[src/hdl/prog_port_pkg.sv]
/*
  Constants, register map and types shared by the parallel programmer input port.
  Assumes a single 10 MHz pclk and an APB master with 32-bit data.
*/
// Functional notes
// - Data, range and polarity are read as positive or negative logic per static setting.
// - Magnitude is 12 lines, binary bit 12 down to 1, or three BCD decades.
// - Falling strobe edge loads temporary storage with the magnitude inputs present then.
// - Busy rises on next internal clock fall, drops on first fall after 35 us.
// - Data lines are needed only during the strobe; nothing depends on them later.
// - Range input low selects 0-10V range, high selects 0-1V range, per channel.
// - Polarity input low gives positive output, high gives negative, per channel.
// - Channel select high directs the transfer to channel 1, low to channel 2.
// - A shift clock output lets an outside source synchronise serial input data.
package prog_port_pkg;

  localparam int CLK_PERIOD_NS     = 100;
  localparam int XFER_TIME_NS      = 35000;
  localparam int STROBE_MIN_NS     = 2000;
  localparam int SHIFT_HALF_NS     = 500;
  localparam int XFER_CYCLES       = XFER_TIME_NS / CLK_PERIOD_NS;
  localparam int SHIFT_HALF_CYCLES = SHIFT_HALF_NS / CLK_PERIOD_NS;

  localparam int XFER_CNT_W  = 9;
  localparam int SHIFT_CNT_W = 3;
  localparam logic [XFER_CNT_W-1:0]  XFER_LAST  = XFER_CNT_W'(XFER_CYCLES - 1);
  localparam logic [SHIFT_CNT_W-1:0] SHIFT_LAST = SHIFT_CNT_W'(SHIFT_HALF_CYCLES - 1);

  localparam int MAG_W    = 12;
  localparam int SERIAL_W = 12;
  localparam int DIGIT_W  = 4;
  localparam int DIGITS   = 3;
  localparam logic [DIGIT_W-1:0] BCD_MAX = 4'h9;

  localparam logic [7:0] ADDR_CTRL   = 8'h00;
  localparam logic [7:0] ADDR_STATUS = 8'h04;
  localparam logic [7:0] ADDR_CH1    = 8'h08;
  localparam logic [7:0] ADDR_CH2    = 8'h0C;
  localparam logic [7:0] ADDR_SERIAL = 8'h10;

  localparam int CTRL_NEG_LOGIC = 0;
  localparam int CTRL_BCD_MODE  = 1;
  localparam int STAT_BUSY      = 0;
  localparam int STAT_OVERRUN   = 1;
  localparam int STAT_BCD_ERR   = 2;
  localparam int STAT_LAST_CH1  = 3;
  localparam int CH_LOW_RANGE   = 12;
  localparam int CH_NEGATIVE    = 13;

  localparam logic [MAG_W-1:0]    CODE_RESET   = 12'h000;
  localparam logic [SERIAL_W-1:0] SERIAL_RESET = 12'h000;
  localparam logic [31:0]         WORD_ZERO    = 32'h0000_0000;

  typedef enum logic [1:0] {
    ST_IDLE  = 2'b00,
    ST_ARMED = 2'b01,
    ST_XFER  = 2'b11,
    ST_DRAIN = 2'b10
  } xfer_state_t;

endpackage

[src/hdl/parallel_programmer_input_port.sv]
/*
  Parallel input port of a two-channel digital programmer with an APB register slave.
  Assumes the bit-parallel pins are synchronous to pclk and that software sets the
  logic sense and code type before the first strobe.
*/
// Design decisions made here: the APB slave port and the address map.
module parallel_programmer_input_port (
  input  wire logic        pclk,          // System clock
  input  wire logic        presetn,       // Asynchronous reset, active low
  input  wire logic        psel,          // APB select
  input  wire logic        penable,       // APB enable
  input  wire logic        pwrite,        // APB direction, high for write
  input  wire logic [7:0]  paddr,         // APB byte address
  input  wire logic [31:0] pwdata,        // APB write data
  output logic      [31:0] prdata,        // APB read data
  output logic             pready,        // APB ready
  output logic             pslverr,       // APB error on unmapped address
  input  wire logic [11:0] mag_data,      // Magnitude lines, index 11 is the most significant
  input  wire logic        range1,        // Channel 1 range line
  input  wire logic        pol1,          // Channel 1 polarity line
  input  wire logic        range2,        // Channel 2 range line
  input  wire logic        pol2,          // Channel 2 polarity line
  input  wire logic        chan_sel,      // High selects channel 1
  input  wire logic        strobe,        // Load strobe, acts on its falling edge
  input  wire logic        serial_in,     // Optional serial input
  output logic             busy,          // High while a transfer is in progress
  output logic             shift_clk,     // Shift clock for the serial input source
  output logic      [11:0] ch1_code,      // Channel 1 magnitude
  output logic             ch1_low_range, // Channel 1 in 0-1V range
  output logic             ch1_negative,  // Channel 1 negative output
  output logic      [11:0] ch2_code,      // Channel 2 magnitude
  output logic             ch2_low_range, // Channel 2 in 0-1V range
  output logic             ch2_negative   // Channel 2 negative output
);

  // Applies the selected logic sense to the whole group of magnitude lines.
  function automatic logic [prog_port_pkg::MAG_W-1:0] sense(input logic [prog_port_pkg::MAG_W-1:0] v,
                                                            input logic neg);
    sense = neg ? ~v : v;
  endfunction

  // Sense conversion for a single range or polarity line, so the unused upper bits cannot leak in.
  function automatic logic sense_bit(input logic v,
                                     input logic neg);
    sense_bit = v ^ neg;
  endfunction

  // True when every decade holds 0 to 9; a bad digit is flagged, never altered.
  function automatic logic bcd_valid(input logic [prog_port_pkg::MAG_W-1:0] v);
    logic ok;
    ok = 1'b1;
    for (int d = 0; d < prog_port_pkg::DIGITS; d++) begin
      if (v[d*prog_port_pkg::DIGIT_W +: prog_port_pkg::DIGIT_W] > prog_port_pkg::BCD_MAX) begin
        ok = 1'b0;
      end
    end
    bcd_valid = ok;
  endfunction

  prog_port_pkg::xfer_state_t state;

  logic                                 neg_logic;
  logic                                 bcd_mode;
  logic                                 overrun;
  logic                                 bcd_err;
  logic                                 last_ch1;
  logic                                 strobe_q;
  logic                                 strobe_fall;
  logic                                 clk_fall;
  logic                                 clk_rise;
  logic [prog_port_pkg::XFER_CNT_W-1:0] xfer_cnt;
  logic                                 xfer_done;
  logic [prog_port_pkg::MAG_W-1:0]      tmp_code;
  logic                                 tmp_low_range;
  logic                                 tmp_negative;
  logic                                 tmp_ch1;
  logic [prog_port_pkg::SERIAL_W-1:0]   serial_sr;
  logic                                 range_sel;
  logic                                 pol_sel;
  logic                                 apb_setup;
  logic                                 apb_write;
  logic                                 accept;
  logic                                 ignored;
  logic                                 ctrl_wr;
  logic                                 status_wr;

  // The divider's clock is both the internal conversion clock and the shift clock pin.
  shift_clock_divider u_div (
    .pclk      (pclk),
    .presetn   (presetn),
    .shift_clk (shift_clk),
    .clk_fall  (clk_fall),
    .clk_rise  (clk_rise)
  );

  assign strobe_fall = strobe_q & ~strobe;
  assign accept      = strobe_fall & (state == prog_port_pkg::ST_IDLE);
  // A strobe that arrives while a transfer runs would corrupt it, so it is dropped and flagged.
  assign ignored     = strobe_fall & (state != prog_port_pkg::ST_IDLE);
  assign xfer_done   = (state == prog_port_pkg::ST_XFER) && (xfer_cnt == prog_port_pkg::XFER_LAST);
  assign range_sel   = chan_sel ? range1 : range2;
  assign pol_sel     = chan_sel ? pol1 : pol2;
  assign apb_setup   = psel & ~penable;
  assign apb_write   = psel & penable & pwrite & pready;
  assign ctrl_wr     = apb_write && (paddr == prog_port_pkg::ADDR_CTRL);
  assign status_wr   = apb_write && (paddr == prog_port_pkg::ADDR_STATUS);
  // Read data is ready by the access phase, so no wait state is ever inserted.
  assign pready      = 1'b1;

  // Reset to the idle high level, so a strobe held low through reset is taken as an edge once reset ends.
  always_ff @(posedge pclk or negedge presetn) begin
    if (!presetn) begin
      strobe_q <= 1'b1;
    end else begin
      strobe_q <= strobe;
    end
  end

  // Everything is taken on the strobe edge, so the pins are free right after it.
  always_ff @(posedge pclk or negedge presetn) begin
    if (!presetn) begin
      tmp_code      <= prog_port_pkg::CODE_RESET;
      tmp_low_range <= 1'b0;
      tmp_negative  <= 1'b0;
      tmp_ch1       <= 1'b0;
    end else if (accept) begin
      tmp_code      <= sense(mag_data, neg_logic);
      tmp_low_range <= sense_bit(range_sel, neg_logic);
      tmp_negative  <= sense_bit(pol_sel, neg_logic);
      tmp_ch1       <= chan_sel;
    end
  end

  // The armed state waits for a falling internal clock so that busy lines up with it.
  // The transfer is counted in pclk cycles; busy drops only on the next fall after it.
  always_ff @(posedge pclk or negedge presetn) begin
    if (!presetn) begin
      state <= prog_port_pkg::ST_IDLE;
    end else begin
      unique case (state)
        prog_port_pkg::ST_IDLE: begin
          if (accept) begin
            state <= prog_port_pkg::ST_ARMED;
          end
        end
        prog_port_pkg::ST_ARMED: begin
          if (clk_fall) begin
            state <= prog_port_pkg::ST_XFER;
          end
        end
        prog_port_pkg::ST_XFER: begin
          if (xfer_done) begin
            state <= prog_port_pkg::ST_DRAIN;
          end
        end
        prog_port_pkg::ST_DRAIN: begin
          if (clk_fall) begin
            state <= prog_port_pkg::ST_IDLE;
          end
        end
      endcase
    end
  end

  // The counter rests at zero outside a transfer so the next one starts clean.
  always_ff @(posedge pclk or negedge presetn) begin
    if (!presetn) begin
      xfer_cnt <= '0;
    end else if (state == prog_port_pkg::ST_XFER) begin
      xfer_cnt <= xfer_cnt + 1'b1;
    end else begin
      xfer_cnt <= '0;
    end
  end

  // Busy follows the internal clock falls, as the outside bus expects.
  always_ff @(posedge pclk or negedge presetn) begin
    if (!presetn) begin
      busy <= 1'b0;
    end else if (clk_fall && state == prog_port_pkg::ST_ARMED) begin
      busy <= 1'b1;
    end else if (clk_fall && state == prog_port_pkg::ST_DRAIN) begin
      busy <= 1'b0;
    end
  end

  // Each channel keeps its setting until a transfer aimed at it completes.
  always_ff @(posedge pclk or negedge presetn) begin
    if (!presetn) begin
      ch1_code      <= prog_port_pkg::CODE_RESET;
      ch1_low_range <= 1'b0;
      ch1_negative  <= 1'b0;
    end else if (xfer_done && tmp_ch1) begin
      ch1_code      <= tmp_code;
      ch1_low_range <= tmp_low_range;
      ch1_negative  <= tmp_negative;
    end
  end

  always_ff @(posedge pclk or negedge presetn) begin
    if (!presetn) begin
      ch2_code      <= prog_port_pkg::CODE_RESET;
      ch2_low_range <= 1'b0;
      ch2_negative  <= 1'b0;
    end else if (xfer_done && !tmp_ch1) begin
      ch2_code      <= tmp_code;
      ch2_low_range <= tmp_low_range;
      ch2_negative  <= tmp_negative;
    end
  end

  // Software can tell which channel the latest completed transfer went to.
  always_ff @(posedge pclk or negedge presetn) begin
    if (!presetn) begin
      last_ch1 <= 1'b0;
    end else if (xfer_done) begin
      last_ch1 <= tmp_ch1;
    end
  end

  // Serial data is taken when the shift clock rises, mid-way between source changes.
  always_ff @(posedge pclk or negedge presetn) begin
    if (!presetn) begin
      serial_sr <= prog_port_pkg::SERIAL_RESET;
    end else if (clk_rise) begin
      serial_sr <= {serial_sr[prog_port_pkg::SERIAL_W-2:0], serial_in};
    end
  end

  // A change of sense or code type during a transfer only affects the next strobe.
  always_ff @(posedge pclk or negedge presetn) begin
    if (!presetn) begin
      neg_logic <= 1'b0;
      bcd_mode  <= 1'b0;
    end else if (ctrl_wr) begin
      neg_logic <= pwdata[prog_port_pkg::CTRL_NEG_LOGIC];
      bcd_mode  <= pwdata[prog_port_pkg::CTRL_BCD_MODE];
    end
  end

  // Sticky flags clear on write of one; a new event in the same cycle wins.
  always_ff @(posedge pclk or negedge presetn) begin
    if (!presetn) begin
      overrun <= 1'b0;
    end else if (ignored) begin
      overrun <= 1'b1;
    end else if (status_wr && pwdata[prog_port_pkg::STAT_OVERRUN]) begin
      overrun <= 1'b0;
    end
  end

  // Bad decades are still passed on; the flag only tells software the code was out of range.
  always_ff @(posedge pclk or negedge presetn) begin
    if (!presetn) begin
      bcd_err <= 1'b0;
    end else if (accept && bcd_mode && !bcd_valid(sense(mag_data, neg_logic))) begin
      bcd_err <= 1'b1;
    end else if (status_wr && pwdata[prog_port_pkg::STAT_BCD_ERR]) begin
      bcd_err <= 1'b0;
    end
  end

  // Read data is prepared in the setup cycle so the access phase needs no wait state.
  always_ff @(posedge pclk or negedge presetn) begin
    if (!presetn) begin
      prdata  <= prog_port_pkg::WORD_ZERO;
      pslverr <= 1'b0;
    end else if (apb_setup) begin
      prdata  <= prog_port_pkg::WORD_ZERO;
      pslverr <= 1'b0;
      unique case (paddr)
        prog_port_pkg::ADDR_CTRL: begin
          prdata[prog_port_pkg::CTRL_NEG_LOGIC] <= neg_logic;
          prdata[prog_port_pkg::CTRL_BCD_MODE]  <= bcd_mode;
        end
        prog_port_pkg::ADDR_STATUS: begin
          prdata[prog_port_pkg::STAT_BUSY]     <= busy;
          prdata[prog_port_pkg::STAT_OVERRUN]  <= overrun;
          prdata[prog_port_pkg::STAT_BCD_ERR]  <= bcd_err;
          prdata[prog_port_pkg::STAT_LAST_CH1] <= last_ch1;
        end
        prog_port_pkg::ADDR_CH1: begin
          prdata[prog_port_pkg::MAG_W-1:0]     <= ch1_code;
          prdata[prog_port_pkg::CH_LOW_RANGE]  <= ch1_low_range;
          prdata[prog_port_pkg::CH_NEGATIVE]   <= ch1_negative;
        end
        prog_port_pkg::ADDR_CH2: begin
          prdata[prog_port_pkg::MAG_W-1:0]     <= ch2_code;
          prdata[prog_port_pkg::CH_LOW_RANGE]  <= ch2_low_range;
          prdata[prog_port_pkg::CH_NEGATIVE]   <= ch2_negative;
        end
        prog_port_pkg::ADDR_SERIAL: begin
          prdata[prog_port_pkg::SERIAL_W-1:0]  <= serial_sr;
        end
        default: begin
          pslverr <= 1'b1;
        end
      endcase
    end
  end

endmodule

[src/hdl/shift_clock_divider.sv]
/*
  Divider that makes the internal conversion clock, driven out as the shift clock.
  Assumes pclk at the package rate; edge pulses are one pclk cycle wide.
*/
module shift_clock_divider (
  input  wire logic pclk,      // System clock
  input  wire logic presetn,   // Asynchronous reset, active low
  output logic      shift_clk, // Internal clock level, also the shift clock pin
  output logic      clk_fall,  // Pulse in the cycle before shift_clk goes high to low
  output logic      clk_rise   // Pulse in the cycle before shift_clk goes low to high
);

  logic [prog_port_pkg::SHIFT_CNT_W-1:0] div_cnt;
  logic                                  half_done;

  assign half_done = (div_cnt == prog_port_pkg::SHIFT_LAST);
  assign clk_fall  = half_done & shift_clk;
  assign clk_rise  = half_done & ~shift_clk;

  always_ff @(posedge pclk or negedge presetn) begin
    if (!presetn) begin
      div_cnt <= '0;
    end else if (half_done) begin
      div_cnt <= '0;
    end else begin
      div_cnt <= div_cnt + 1'b1;
    end
  end

  // The clock runs free so that serial data can be framed at any time.
  always_ff @(posedge pclk or negedge presetn) begin
    if (!presetn) begin
      shift_clk <= 1'b0;
    end else if (half_done) begin
      shift_clk <= ~shift_clk;
    end
  end

endmodule

[config.mk]
export PLATFORM = sky130hd
export DESIGN_NAME = parallel_programmer_input_port
export DESIGN_NICKNAME = d
export VERILOG_FILES = /design/src/hdl/prog_port_pkg.sv /design/src/hdl/parallel_programmer_input_port.sv /design/src/hdl/shift_clock_divider.sv
export SDC_FILE = /design/constraint.sdc
export NUM_CORES = 1
export LEC_CHECK = 0
export BUFFER_PORTS_ARGS = -buffer_cell sky130_fd_sc_hd__buf_2
export CORE_MARGIN = 2
export CORE_UTILIZATION = 25
export DETAILED_ROUTE_END_ITERATION = 16
export PLACE_DENSITY = 0.48
export SLEW_MARGIN = 20
export SYNTH_ARGS = -nofsm -noshare
export SYNTH_HDL_FRONTEND = slang
export SYNTH_SLANG_ARGS = --single-unit
[constraint.sdc]
create_clock -name pclk -period 1.9 [get_ports pclk]
set_input_delay 0.475 -clock pclk [delete_from_list [all_inputs] [get_ports pclk]]
set_output_delay 0.475 -clock pclk [all_outputs]
set_load 0.02 [all_outputs]
# Yosys cells after proc, flatten, opt, wreduce, memory -nomap -nowiden
# Cells that the tools add are included.
[word_totals] rom_bits=0 wordCells=101 input_bits=64 latch_bits=0 output_inout_bits=64 n_memories=0 reg_bits=92 mem_bits_rw=0
[op_classes] n_eq_ne=13 n_mux=24 n_addsub=2 n_div=0 n_lt_le_gt_ge=3 n_shift=0 bitwise_logic=14 reduce_logical=21 n_mul=0
[ops] op="8-bit case mux with 3 select lines" count=1
[ops] op="8-bit by 4-bit == test with 1-bit output (second input constant)" count=2
[ops] op="2-bit case mux with 4 select lines" count=2
[ops] op="4-bit greater-than comparator (second input constant)" count=3
[ops] op="1-bit 2-to-1 mux" count=12
[ops] op="12-bit 2-to-1 mux" count=1
[ops] op="12-bit NOT" count=1
[ops] op="1-bit logical AND" count=11
[ops] op="2-bit case mux with 5 select lines" count=1
[ops] op="9-bit by 1-bit adder with 9-bit output (second input constant)" count=1
[ops] op="9-bit == test (second input constant)" count=1
[ops] op="9-bit 2-to-1 mux" count=1
[ops] op="1-bit bitwise AND" count=8
[ops] op="8-bit by 3-bit == test with 1-bit output (second input constant)" count=1
[ops] op="8-bit by 5-bit == test with 1-bit output (second input constant)" count=1
[ops] op="8-bit logical NOT" count=1
[ops] op="2-bit 2-to-1 mux" count=4
[ops] op="2-bit inequality test (second input constant)" count=4
[ops] op="2-bit nonzero test" count=4
[ops] op="5-bit OR reduction" count=1
[ops] op="2-bit == test (second input constant)" count=2
[ops] op="2-bit case mux with 2 select lines" count=1
[ops] op="4-bit AND reduction" count=1
[ops] op="3-bit by 1-bit adder with 3-bit output (second input constant)" count=1
[ops] op="other kinds (7)" count=11

# Logic depth before layout (Yosys ltp)
# Gate-level depths: netlist of the first run.
[logic_depth] ltp_word=9 depth_mapped=8 mapped_depth_nobuf=6

# By module
# Synthesis of the first run repeated with hierarchy kept, for this count alone.
[hier_totals] cells_unflattened=373 hier_area_um2=4383.0
[modules_own_cells] module="parallel_programmer_input_port" seq_area_each_um2=2203.4 area_each_um2=4202.8 cells_per_inst=358 instances=1
[modules_own_cells] module="shift_clock_divider" seq_area_each_um2=100.1 area_each_um2=180.2 cells_per_inst=15 instances=1

# Worst setup path after synthesis of the first run
# Ideal clock, no wire load.
[synth_path] path_type="reg-to-reg" start="register xfer_cnt[1] (netlist name)" end="register ch2_code[0]" t_arrival_ps=1609 stages_incl_launch_ff=9 period_less_slack_ps=1736 setup_slack_ps=164 t_required_ps=1773 setup_time_ps=127 path_buffers=2 cell_sequence="dfrtp_1 inv_1 ha_1 nand2_1 nor4_4 and2b_1 buf_4 buf_6 mux2_1"
[synth_between] elab_chain_len=3
[synth_rtl] element="from (decl)" line_no="parallel_programmer_input_port.sv:71" text="logic [prog_port_pkg::XFER_CNT_W-1:0] xfer_cnt;"
[synth_rtl] element="from (signal assigned)" line_no="parallel_programmer_input_port.sv:170" text="xfer_cnt <= xfer_cnt + 1'b1;"
[synth_rtl] element="9-bit == test" line_no="parallel_programmer_input_port.sv:100" text="assign xfer_done = (state == prog_port_pkg::ST_XFER) && (xfer_cnt == prog_port_pkg::XFER_LAST);"
[synth_rtl] element="1-bit logical AND" line_no="parallel_programmer_input_port.sv:100"
[synth_rtl] element="1-bit logical AND" line_no="parallel_programmer_input_port.sv:205" text="end else if (xfer_done && !tmp_ch1) begin"
[synth_rtl] element="to (signal assigned)" line_no="parallel_programmer_input_port.sv:202" text="ch2_code <= prog_port_pkg::CODE_RESET;"
[synth_rtl] element="to (signal assigned)" line_no="parallel_programmer_input_port.sv:206" text="ch2_code <= tmp_code;"
[synth_rtl] element="to (decl)" line_no="parallel_programmer_input_port.sv:31" text="output logic [11:0] ch2_code,"
# No other way between the ends.
# A chain may end at the register's enable or synchronous reset.

# Worst setup path after layout of the first run
[layout_path] start="register xfer_cnt[1] (netlist name)" end="register ch2_code[10]"
# The elaborated chain is that of the path after synthesis.

==> results of run 1 <==
==> synthesized netlist by cell type, types with 2 or more instances <==
library cell  number
nor3_1             2
a32oi_1            2
and2_1             2
mux4_2             2
nand3_1            5
nand4_1            2
o21ai_0            7
buf_2              7
conb_1             2
or2_2              2
xor2_1             4
dfrtp_1           91
mux2_1            10
ha_1               4
inv_1              6
a22o_1             8
o21a_1             2
buf_6              2
o31ai_1            2
and3_1             2
clkbuf_1           8
mux2_2            37
a21oi_1           17
xnor2_1           17
o2bb2ai_1          9
nand2_1           13
o22a_1             2
a22oi_1            2
nor2_1            31
buf_4             20
nand2b_1           3
nor4_4             2
nor2b_1            6
mux2i_1           16
==> metal layers <==
| layer | share of wire | track usage |
|---|---|---|
| met5 | 0.0012 | 0 |
| met4 | 0.015 | 0.0428 |
| met3 | 0.043 | 0.0251 |
| met2 | 0.46 | 0.190 |
| met1 | 0.48 | 0.166 |
==> worst max-delay path, stage by stage (launching register included) <==
cell and delay, ns:
dfrtp_1 0.39, inv_1 0.06, ha_1 0.14, nand2_1 0.09, nor4_4 0.27, and2b_2 0.25
buf_6 0.15, mux2_1 0.33
==> repair_timing <==
action | CTS | global route
gates resized for setup | 2 | 1
cloned | 0 | 0
pin swaps | 1 | 1
buffers inserted | 1 | 1
hold buffers | 1 | 0
endpoints found under the setup margin | 11 | 25
hold endpoints to repair | 12 | 0
==> path summary, 6_finish.rpt <==
check / to / cells after the start / startpoint
max: ch2_code[10] / 7 / xfer_cnt[1]
min reg2reg: prdata[2] / 2 / prdata[2]
min: strobe_q / 1 / strobe
max reg2reg: ch2_code[10] / 7 / xfer_cnt[1]
min in group asynchronous: xfer_cnt[0] / 2 / presetn
max in group asynchronous: prdata[8] / 3 / presetn
==> power by group through the flow <==
stage                     clock, uW  combinational, uW  sequential (uW)
final                          1840                604             2350
after global routing           1970                686             2390
after CTS                      1900                603             2350
after detailed placement          0                598             2390
after global placement            0                586             2380
after floorplan                   0                400             2340
==> flip-flops by register name, summed over array words and instances (netlist names), 2 cells and up <==
name,count
ch1_code,12
ch2_code,12
prdata,14
serial_sr,12
state,2
tmp_code,12
u_div.div_cnt,3
xfer_cnt,9
==> cell type report <==
type	instances	area share
flip-flops and latches	92	0.426
well taps	225	0.0521
clock inverters	5	0.0109
clock buffers	11	0.0468
repair buffers	108	0.118
multi-input cells	242	0.341
inverters	6	0.00417
==> metrics by stage <==
| stage | total power [uW] | setup WS (ns) |
|---|---|---|
| floorplan | 2740 | 0.164 |
| global placement | 2960 | -0.0281 |
| detailed placement | 2990 | -0.0574 |
| CTS | 4860 | 0.00621 |
| global route | 5050 | -0.00263 |
| finish | 4800 | 0.108 |
==> cells by family (layout without fill, tap and decap cells) <==
group                    Yosys count  in the layout  share of synthesized area
XOR/XNOR                          21             21                     0.0424
AND/OR/NAND/NOR                   77             77                     0.0943
other                              2             19                    0.00173
flip-flops                        92             92                      0.531
buffers and inverters             43            130                     0.0600
AO/OA/AOI/OAI                     56             56                     0.0897
multiplexers                      65             65                      0.169
adder cells (fa/ha/maj)            4              4                     0.0115
==> run_results.csv, run 1 <==
group,metric,value,unit
run_status,status,"complete, no violations",
yosys,synth-seq-cells,92,
place,io_buffers,79,
setup_path,end_kind,"flop",
timing,min_period,1.79,ns
yosys,yosys.area.top_type,"dfrtp_1",
global_route,grt_max_degree,48,
yosys,ys_seq_area_frac,0.531,
setup_path,rrSetupSlack,0.11,ns
timing,worst_pin_slew,0.653,ns
timing,fin_crit_sh,0.943,
yosys,syn_area_per_cell,12.0,sq um
place,gp_congestion,0.761,
layout,multi_input_area,0.00184,sq mm
yosys,ys.flop_type,"dfrtp_1",
pwr,intPower,3550,uW
pwr,power_frac_seq,0.490,
routing,drcViolationCount,0,
pwr,swShare,0.261,
clock_network,root_buffer,"clkbuf_16",
yosys,synth_area_leaders,"dfrtp_1, mux2_2, mux2i_1",
clock_network,cts_sinks,92,
floorplan,num_rows,48,
layout,final_cell_mix,"dfrtp_1, buf_2, mux2_2, nor2_1, buf_4",
routing,avgViaCountPerCell,4.29,
setup_path,critPathKind,"flop to flop",
timing,fin_hold_ws,0.244,ns
yosys,syn_area,0.00434,sq mm
yosys,ys_warn_count,0,
timing,fmax,0.558,GHz
pwr,p_sw,1250,uW
setup_path,worstPathArrival,2.01,ns
routing,num_vias,2957,
yosys,async_reset_ff_frac,1.00,
yosys,ys_types,47,
min_path,hold_path.class,"input port to flop",
layout,stdcell_count,689,
run,drv_cap,0,
setup_path,cp_max_fo,6,
pwr,power_density,888,mW/mm^2
pwr,power_leakage,0.00262,uW
layout,area_growth,24.5,%
floorplan,pin_count,128,
layout,drive_gt1_frac,0.371,
layout,n_fill_cell,1788,
yosys,synth_edf_count,0,
pwr,combinationalPowerShare,0.126,
timing,drv_slew,0,
timing,relSlewSlack,0.565,
yosys,syn_inst,360,
place,dp_hpwl,8.30,mm
layout,final-seq-area,0.00230,sq mm
layout,fin_area,0.00540,sq mm
place,place_area,0.00506,sq mm
floorplan,dieArea,0.0184,sq mm
yosys,synthDominantCellAreaShare,0.525,
timing,skew,0.00585,ns
layout,post-route-util,0.316,
layout,layout_commonest_cell,"dfrtp_1",
layout,nNetsFinal,527,
floorplan,core-area,0.0171,sq mm
global_route,grt_pass1_vias,3049,
floorplan,die_h,136,microns
setup_path,crit_path_start_kind,"flop",
place,dp.cells,670,
setup_path,critPathRequiredTime,2.12,ns
global_route,grt_first_pass_wirelength,16.9,mm
global_route,grt_antenna_before_repair,1,
routing,firstDrtPassIters,4,
timing,setup_viol,0,
floorplan,initial_utilization,0.253,
clock_network,clk_pin_slew,0.07,ns
timing,final-hold-violation-count,0,
clock_network,cts_max_level,3,
pwr,p_clk_frac,0.384,
timing,tns,0,ns
routing,drt_iter0_markers,130,
floorplan,die_w,136,microns
routing,drt-total-wl,10.7,mm
global_route,grt_overflow,0,
routing,wire_per_inst,15.6,microns
clock_network,cts_tree,"done",
pwr,irDropWorstVdd,0.000373,V
clock_network,insertion_delay,0.34,ns
clock_network,cts.path.max_buffers,2,
layout,diodes,0,
routing,ant_nets,0,
clock_network,cts_made_buffers,9,
global_route,track_usage,0.121,
(Power assumes the default switching activity.)
==> run 2, diff against run 1 <==
--- a/config.mk
+++ b/config.mk
@@ -6,6 +6,7 @@
 export NUM_CORES = 1
 export LEC_CHECK = 0
 export BUFFER_PORTS_ARGS = -buffer_cell sky130_fd_sc_hd__buf_2
+export CAP_MARGIN = 20
 export CORE_MARGIN = 2
 export CORE_UTILIZATION = 25
 export DETAILED_ROUTE_END_ITERATION = 16
==> constraint.sdc (replaced) <==
create_clock -name pclk -period 1.9 [get_ports pclk]
set_input_delay 0.19 -clock pclk [delete_from_list [all_inputs] [get_ports pclk]]
set_output_delay 0.19 -clock pclk [all_outputs]
set_load 0.02 [all_outputs]
==> run 2 against run 1 <==
Combinational power shrank 6.5%. Clock skew shrank 0.0018 ns. Clock power grew 2%. Critical path depth shrank 2. Largest power group unchanged. Critical path type unchanged. Utilization shrank 0.45 points.
==> run_results.csv, run 2 (synthesized netlist as in run 1, its figures left out) <==
group,metric,value,unit
run_status,status,"complete, no violations",
floorplan,pin_count,128,
timing,setup_viol,0,
clock_network,cts.path.max_buffers,2,
clock_network,cts_tree,"done",
pwr,power_density,903,mW/mm^2
global_route,gr-usage-met3,0.0303,
global_route,grt_antenna_before_repair,1,
floorplan,die_w,136,microns
setup_path,cpPeakStageDelay,0.37,ns
layout,top_register,"prdata",
min_path,hold_path.class,"input port to flop",
layout,fin_area,0.00533,sq mm
timing,final-hold-violation-count,0,
routing,num_vias,2920,
pwr,power_leakage,0.00258,uW
layout,layout_commonest_cell,"dfrtp_1",
place,gp_congestion,0.753,
timing,drv_slew,0,
timing,tns,0,ns
global_route,track_usage,0.118,
place,place_ws,0.0232,ns
timing,worst_pin_slew,0.631,ns
layout,drive_gt1_frac,0.351,
clock_network,cts_sinks,92,
setup_path,critPathKind,"flop to flop",
place,io_buffers,79,
setup_path,crit_path_start_kind,"flop",
timing,relSlewSlack,0.579,
layout,largest_reg_flops,14,
routing,drt-total-wl,10.3,mm
timing,min_period,1.78,ns
setup_path,end_kind,"flop",
clock_network,insertion_delay,0.33,ns
global_route,grt_pass1_vias,2973,
timing,fin_hold_ws,0.0973,ns
timing,fmax,0.563,GHz
setup_path,cp_max_fo,6,
routing,firstDrtPassIters,4,
layout,nNetsFinal,518,
run,drv_cap,0,
floorplan,core-area,0.0171,sq mm
pwr,irDropWorstVdd,0.000455,V
timing,fin_crit_sh,0.935,
global_route,met1_usage,0.159,
layout,area_growth,22.8,%
global_route,top_usage_layer,"met2",
clock_network,cts_made_buffers,9,
timing,rsz0062_at_grt,"no",
timing,setup_slack,0.124,ns
global_route,grt_overflow,0,
routing,wire_per_inst,15.2,microns
setup_path,crit_slowest_cell,"dfrtp_1",
routing,avgViaCountPerCell,4.31,
setup_path,worstPathArrival,1.99,ns
place,place_area,0.00499,sq mm
global_route,grt_first_pass_wirelength,16.5,mm
clock_network,cts_max_level,3,
global_route,grt_max_degree,93,
timing,skew,0.00406,ns
floorplan,num_rows,48,
setup_path,crit_chain,"nand4b_1 -> nor4_4 -> and2b_2 -> buf_4 -> mux2_1",
routing,drcViolationCount,0,
layout,final_cell_mix,"dfrtp_1, buf_2, mux2_2, nor2_1, conb_1",
place,dp_hpwl,7.81,mm
layout,diodes,0,
routing,ant_nets,0,
layout,post-route-util,0.311,
clock_network,root_buffer,"clkbuf_16",
floorplan,dieArea,0.0184,sq mm
setup_path,critPathRequiredTime,2.12,ns
clock_network,clk_pin_slew,0.06,ns
routing,drt_iter0_markers,132,
floorplan,die_h,136,microns
global_route,gr-usage-met2,0.182,
floorplan,initial_utilization,0.253,
-- run 2: changes by cell type in the layout (fill, tap and decap cells not counted), moves of 2 or more --
cell and change:
clkbuf_1 +2, clkinvlp_4 -2, buf_6 -2, buf_4 -8
-- run 2: metal layers --
layer  routed length (microns)  up-vias
met1                      4990     1432
met3                       438       10
met4                       160        2
met2                      4740       69
met5                        13        -
li1                          -     1407
-- run 2: power by group --
part | internal, uW | switching, uW | total (uW)
combinational | 245 | 320 | 565
clock | 1180 | 705 | 1880
sequential | 2180 | 182 | 2360
total | 3600 | 1210 | 4810
-- run 2: critical path, delay by kind of cell (launching register included) --
kind,cells,cell delay (ns)
muxes,1,0.33
and+or+nand+nor,3,0.80
DFF,1,0.37
buffers and inverters,1,0.17
-- run 2: cell type report --
type | count | area (sq um)
inverters | 6 | 22.5
multi-input cells | 242 | 1840
clock buffers | 12 | 246
repair buffers | 99 | 566
clock inverters | 2 | 60.1
flip-flops and latches | 92 | 2300
fillers | 1753 | 11800
well taps | 225 | 282
-- run 2: per-stage QoR --
step	std cells	power [uW]
2_1_floorplan	377	2740
3_3_place_gp	661	2940
3_5_place_dp	661	2970
4_1_cts	677	4880
5_1_grt	678	5050
6_report	678	4810
-- run 2: what timing repair did --
action | in CTS | in global routing
resized for setup | 0 | 2
endpoints found under the setup margin | 0 | 14
setup buffers | 0 | 1
hold buffers | 2 | 0
endpoints found under the hold margin | 92 | 0
-- run 2: worst paths after layout --
check | start | end | slack, ns | cells after the start
min reg2reg | u_div.div_cnt[0] | u_div.div_cnt[0] | 0.47 | 1
max | xfer_cnt[5] | ch2_negative | 0.12 | 5
min in group asynchronous | presetn | xfer_cnt[4] | 0.42 | 3
max reg2reg | xfer_cnt[5] | ch2_negative | 0.12 | 5
max in group asynchronous | presetn | serial_sr[11] | 1.07 | 3
min | serial_in | serial_sr[0] | 0.1 | 2
==> run 3, diff against run 2 <==
--- a/config.mk
+++ b/config.mk
@@ -5,12 +5,13 @@
 export SDC_FILE = /design/constraint.sdc
 export NUM_CORES = 1
 export LEC_CHECK = 0
+export ABC_AREA = 1
 export BUFFER_PORTS_ARGS = -buffer_cell sky130_fd_sc_hd__buf_2
 export CAP_MARGIN = 20
 export CORE_MARGIN = 2
 export CORE_UTILIZATION = 25
 export DETAILED_ROUTE_END_ITERATION = 16
-export PLACE_DENSITY = 0.48
+export PLACE_DENSITY = 0.47
 export SLEW_MARGIN = 20
 export SYNTH_ARGS = -nofsm -noshare
 export SYNTH_HDL_FRONTEND = slang
==> run 3 against run 2 <==
Worst hold slack worse by 0.013 ns. Clock skew up 0.0016 ns. Area after synthesis up 3.3%. Largest power group unchanged.
==> run_results.csv, run 3 <==
group,metric,value,unit
run_status,status,"complete, no violations",
global_route,grt_pass1_vias,3697,
routing,drcViolationCount,0,
timing,setup_viol,0,
floorplan,die_w,138,microns
global_route,grt_antenna_before_repair,0,
pwr,power_leakage,0.00286,uW
routing,wire_per_inst,14.0,microns
pwr,power_density,901,mW/mm^2
timing,drv_slew,0,
routing,drt-total-wl,11.8,mm
timing,final-hold-violation-count,0,
timing,min_period,1.67,ns
layout,final_cell_mix,"nand2_1, dfrtp_1, buf_2, nand3_1, nor2_1",
setup_path,r2r_start,"xfer_cnt[1]",
min_path,holdPathEnd,"serial_sr[0]",
min_path,whs_path_depth,2,
floorplan,num_rows,48,
floorplan,dieArea,0.0190,sq mm
clock_network,cts_max_level,3,
clock_network,cts.path.max_buffers,2,
clock_network,cts_made_buffers,9,
setup_path,reg2regPathDepth,8,
setup_path,worstPathArrival,1.89,ns
layout,nNetsFinal,683,
yosys,synth-seq-cells,92,
layout,diodes,0,
yosys,yosys.area.top_type,"dfrtp_1",
place,gp_congestion,0.803,
yosys,yosysMostFrequentCell,"nand2_1",
clock_network,cts_resized,0,
timing,tns,0,ns
floorplan,die_h,138,microns
timing,fmax,0.598,GHz
place,io_buffers,79,
clock_network,root_buffer,"clkbuf_16",
setup_path,critPathRequiredTime,2.12,ns
layout,area_growth,19.9,%
global_route,track_usage,0.131,
yosys,synthTopCellsByCount,"nand2_1, dfrtp_1, nand3_1",
yosys,async_reset_ff_frac,1.00,
setup_path,rrSetupSlack,0.23,ns
timing,skew,0.00561,ns
setup_path,end_kind,"flop",
yosys,syn_inst,531,
timing,rsz0062_at_grt,"no",
pwr,irDropWorstVdd,0.000458,V
yosys,syn_area_per_cell,8.44,sq um
clock_network,cts_setup_buffers,0,
routing,num_vias,3652,
setup_path,rr_endpoint,"ch2_code[7]",
setup_path,crit_path_start_kind,"flop",
setup_path,critPathKind,"flop to flop",
yosys,ys_seq_area_frac,0.514,
clock_network,clk_pin_slew,0.06,ns
routing,ant_nets,0,
yosys,syn_area,0.00448,sq mm
floorplan,pin_count,128,
layout,largest_reg_flops,14,
layout,drive_gt1_frac,0.207,
setup_path,cp_max_fo,14,
timing,setup_slack,0.229,ns
routing,firstDrtPassIters,4,
yosys,ys_warn_count,0,
layout,layout_commonest_cell,"nand2_1",
yosys,synth_area_leaders,"dfrtp_1, nand2_1, nand3_1",
yosys,synth_edf_count,0,
clock_network,cts_sinks,92,
floorplan,initial_utilization,0.257,
yosys,ys.flop_type,"dfrtp_1",
run,drv_cap,0,
floorplan,core-area,0.0174,sq mm
min_path,hold_path.class,"input port to flop",
routing,avgViaCountPerCell,4.33,
clock_network,insertion_delay,0.34,ns
global_route,grt_first_pass_wirelength,19.3,mm
clock_network,holdBufCountCts,2,
min_path,min-delay-start,"serial_in",
yosys,ys_types,31,
global_route,grt_overflow,0,
place,dp_hpwl,9.14,mm
place,place_ws,0.225,ns
layout,top_register,"prdata",
routing,drt_iter0_markers,238,
global_route,grt_max_degree,42,
clock_network,cts_tree,"done",
yosys,synthDominantCellAreaShare,0.508,
timing,fin_crit_sh,0.880,
==> run 3: worst max-delay path by stage <==
stage	to	start	cells after the start	slack (ns)
5_1_grt	ch2_code[2]	xfer_cnt[1]	8	0.04
3_5_place_dp	ch2_code[4]	xfer_cnt[1]	8	0.23
2_1_floorplan	serial_sr[5]	u_div.div_cnt[0]	7	0.41
4_1_cts	ch2_code[4]	xfer_cnt[1]	8	0.21
6_report	ch2_code[7]	xfer_cnt[1]	8	0.23
3_3_place_gp	ch1_code[9]	xfer_cnt[1]	8	0.24
==> run 3: power by group <==
group	total (uW)	leakage, uW	switching, uW	internal, uW
sequential	2400	0.00120	225	2180
combinational	788	0.00153	533	255
clock	1650	0.000131	736	914
==> run 3: cell families after synthesis <==
| family | Yosys count | synth area share |
|---|---|---|
| compound gates | 56 | 0.0634 |
| xor+xnor | 16 | 0.0313 |
| fa+ha+maj | 4 | 0.0112 |
| buf+inv | 70 | 0.0835 |
| flops | 92 | 0.514 |
| mux | 11 | 0.0274 |
| other cells | 2 | 0.00168 |
| simple gates | 280 | 0.268 |
==> run 3: per-stage QoR <==
stage | power, uW | utilization | hold slack (ns) | cells | instance area, sq um
6_report | 4840 | 0.308 | 0.0839 | 844 | 5370
5_1_grt | 5160 | 0.308 | 0.0823 | 844 | 5370
4_1_cts | 4910 | 0.308 | 0.0755 | 844 | 5370
3_5_place_dp | 3240 | 0.292 | 0.192 | 827 | 5080
3_3_place_gp | 3200 | 0.292 | 0.186 | 827 | 5080
2_1_floorplan | 2890 | - | -0.106 | 548 | 4540
==> run 3: cell type report <==
class | count | area, sq um
repair buffers | 95 | 536
multi-input cells | 386 | 1870
fillers | 1857 | 12000
clock inverters | 4 | 26.3
inverters | 31 | 116
flip-flops and latches | 92 | 2300
well taps | 225 | 282
clock buffers | 11 | 243
==> run 3: critical path, cell delays in order, from the launching register on <==
cell	delay (ns)
dfrtp_1	0.40
inv_1	0.06
ha_1	0.13
nand2_1	0.08
nor3b_4	0.21
nand3_4	0.20
buf_4	0.24
o21ai_0	0.16
nand2_1	0.06
==> run 3: routing by layer <==
layer	share of wire	up-vias	global-route usage	routed length (microns)
met3	0.058	13	0.0292	678
met1	0.48	1710	0.181	5620
met2	0.45	91	0.205	5330
met5	0	-	0	0
li1	-	1838	-	-
met4	0.014	0	0.0420	160
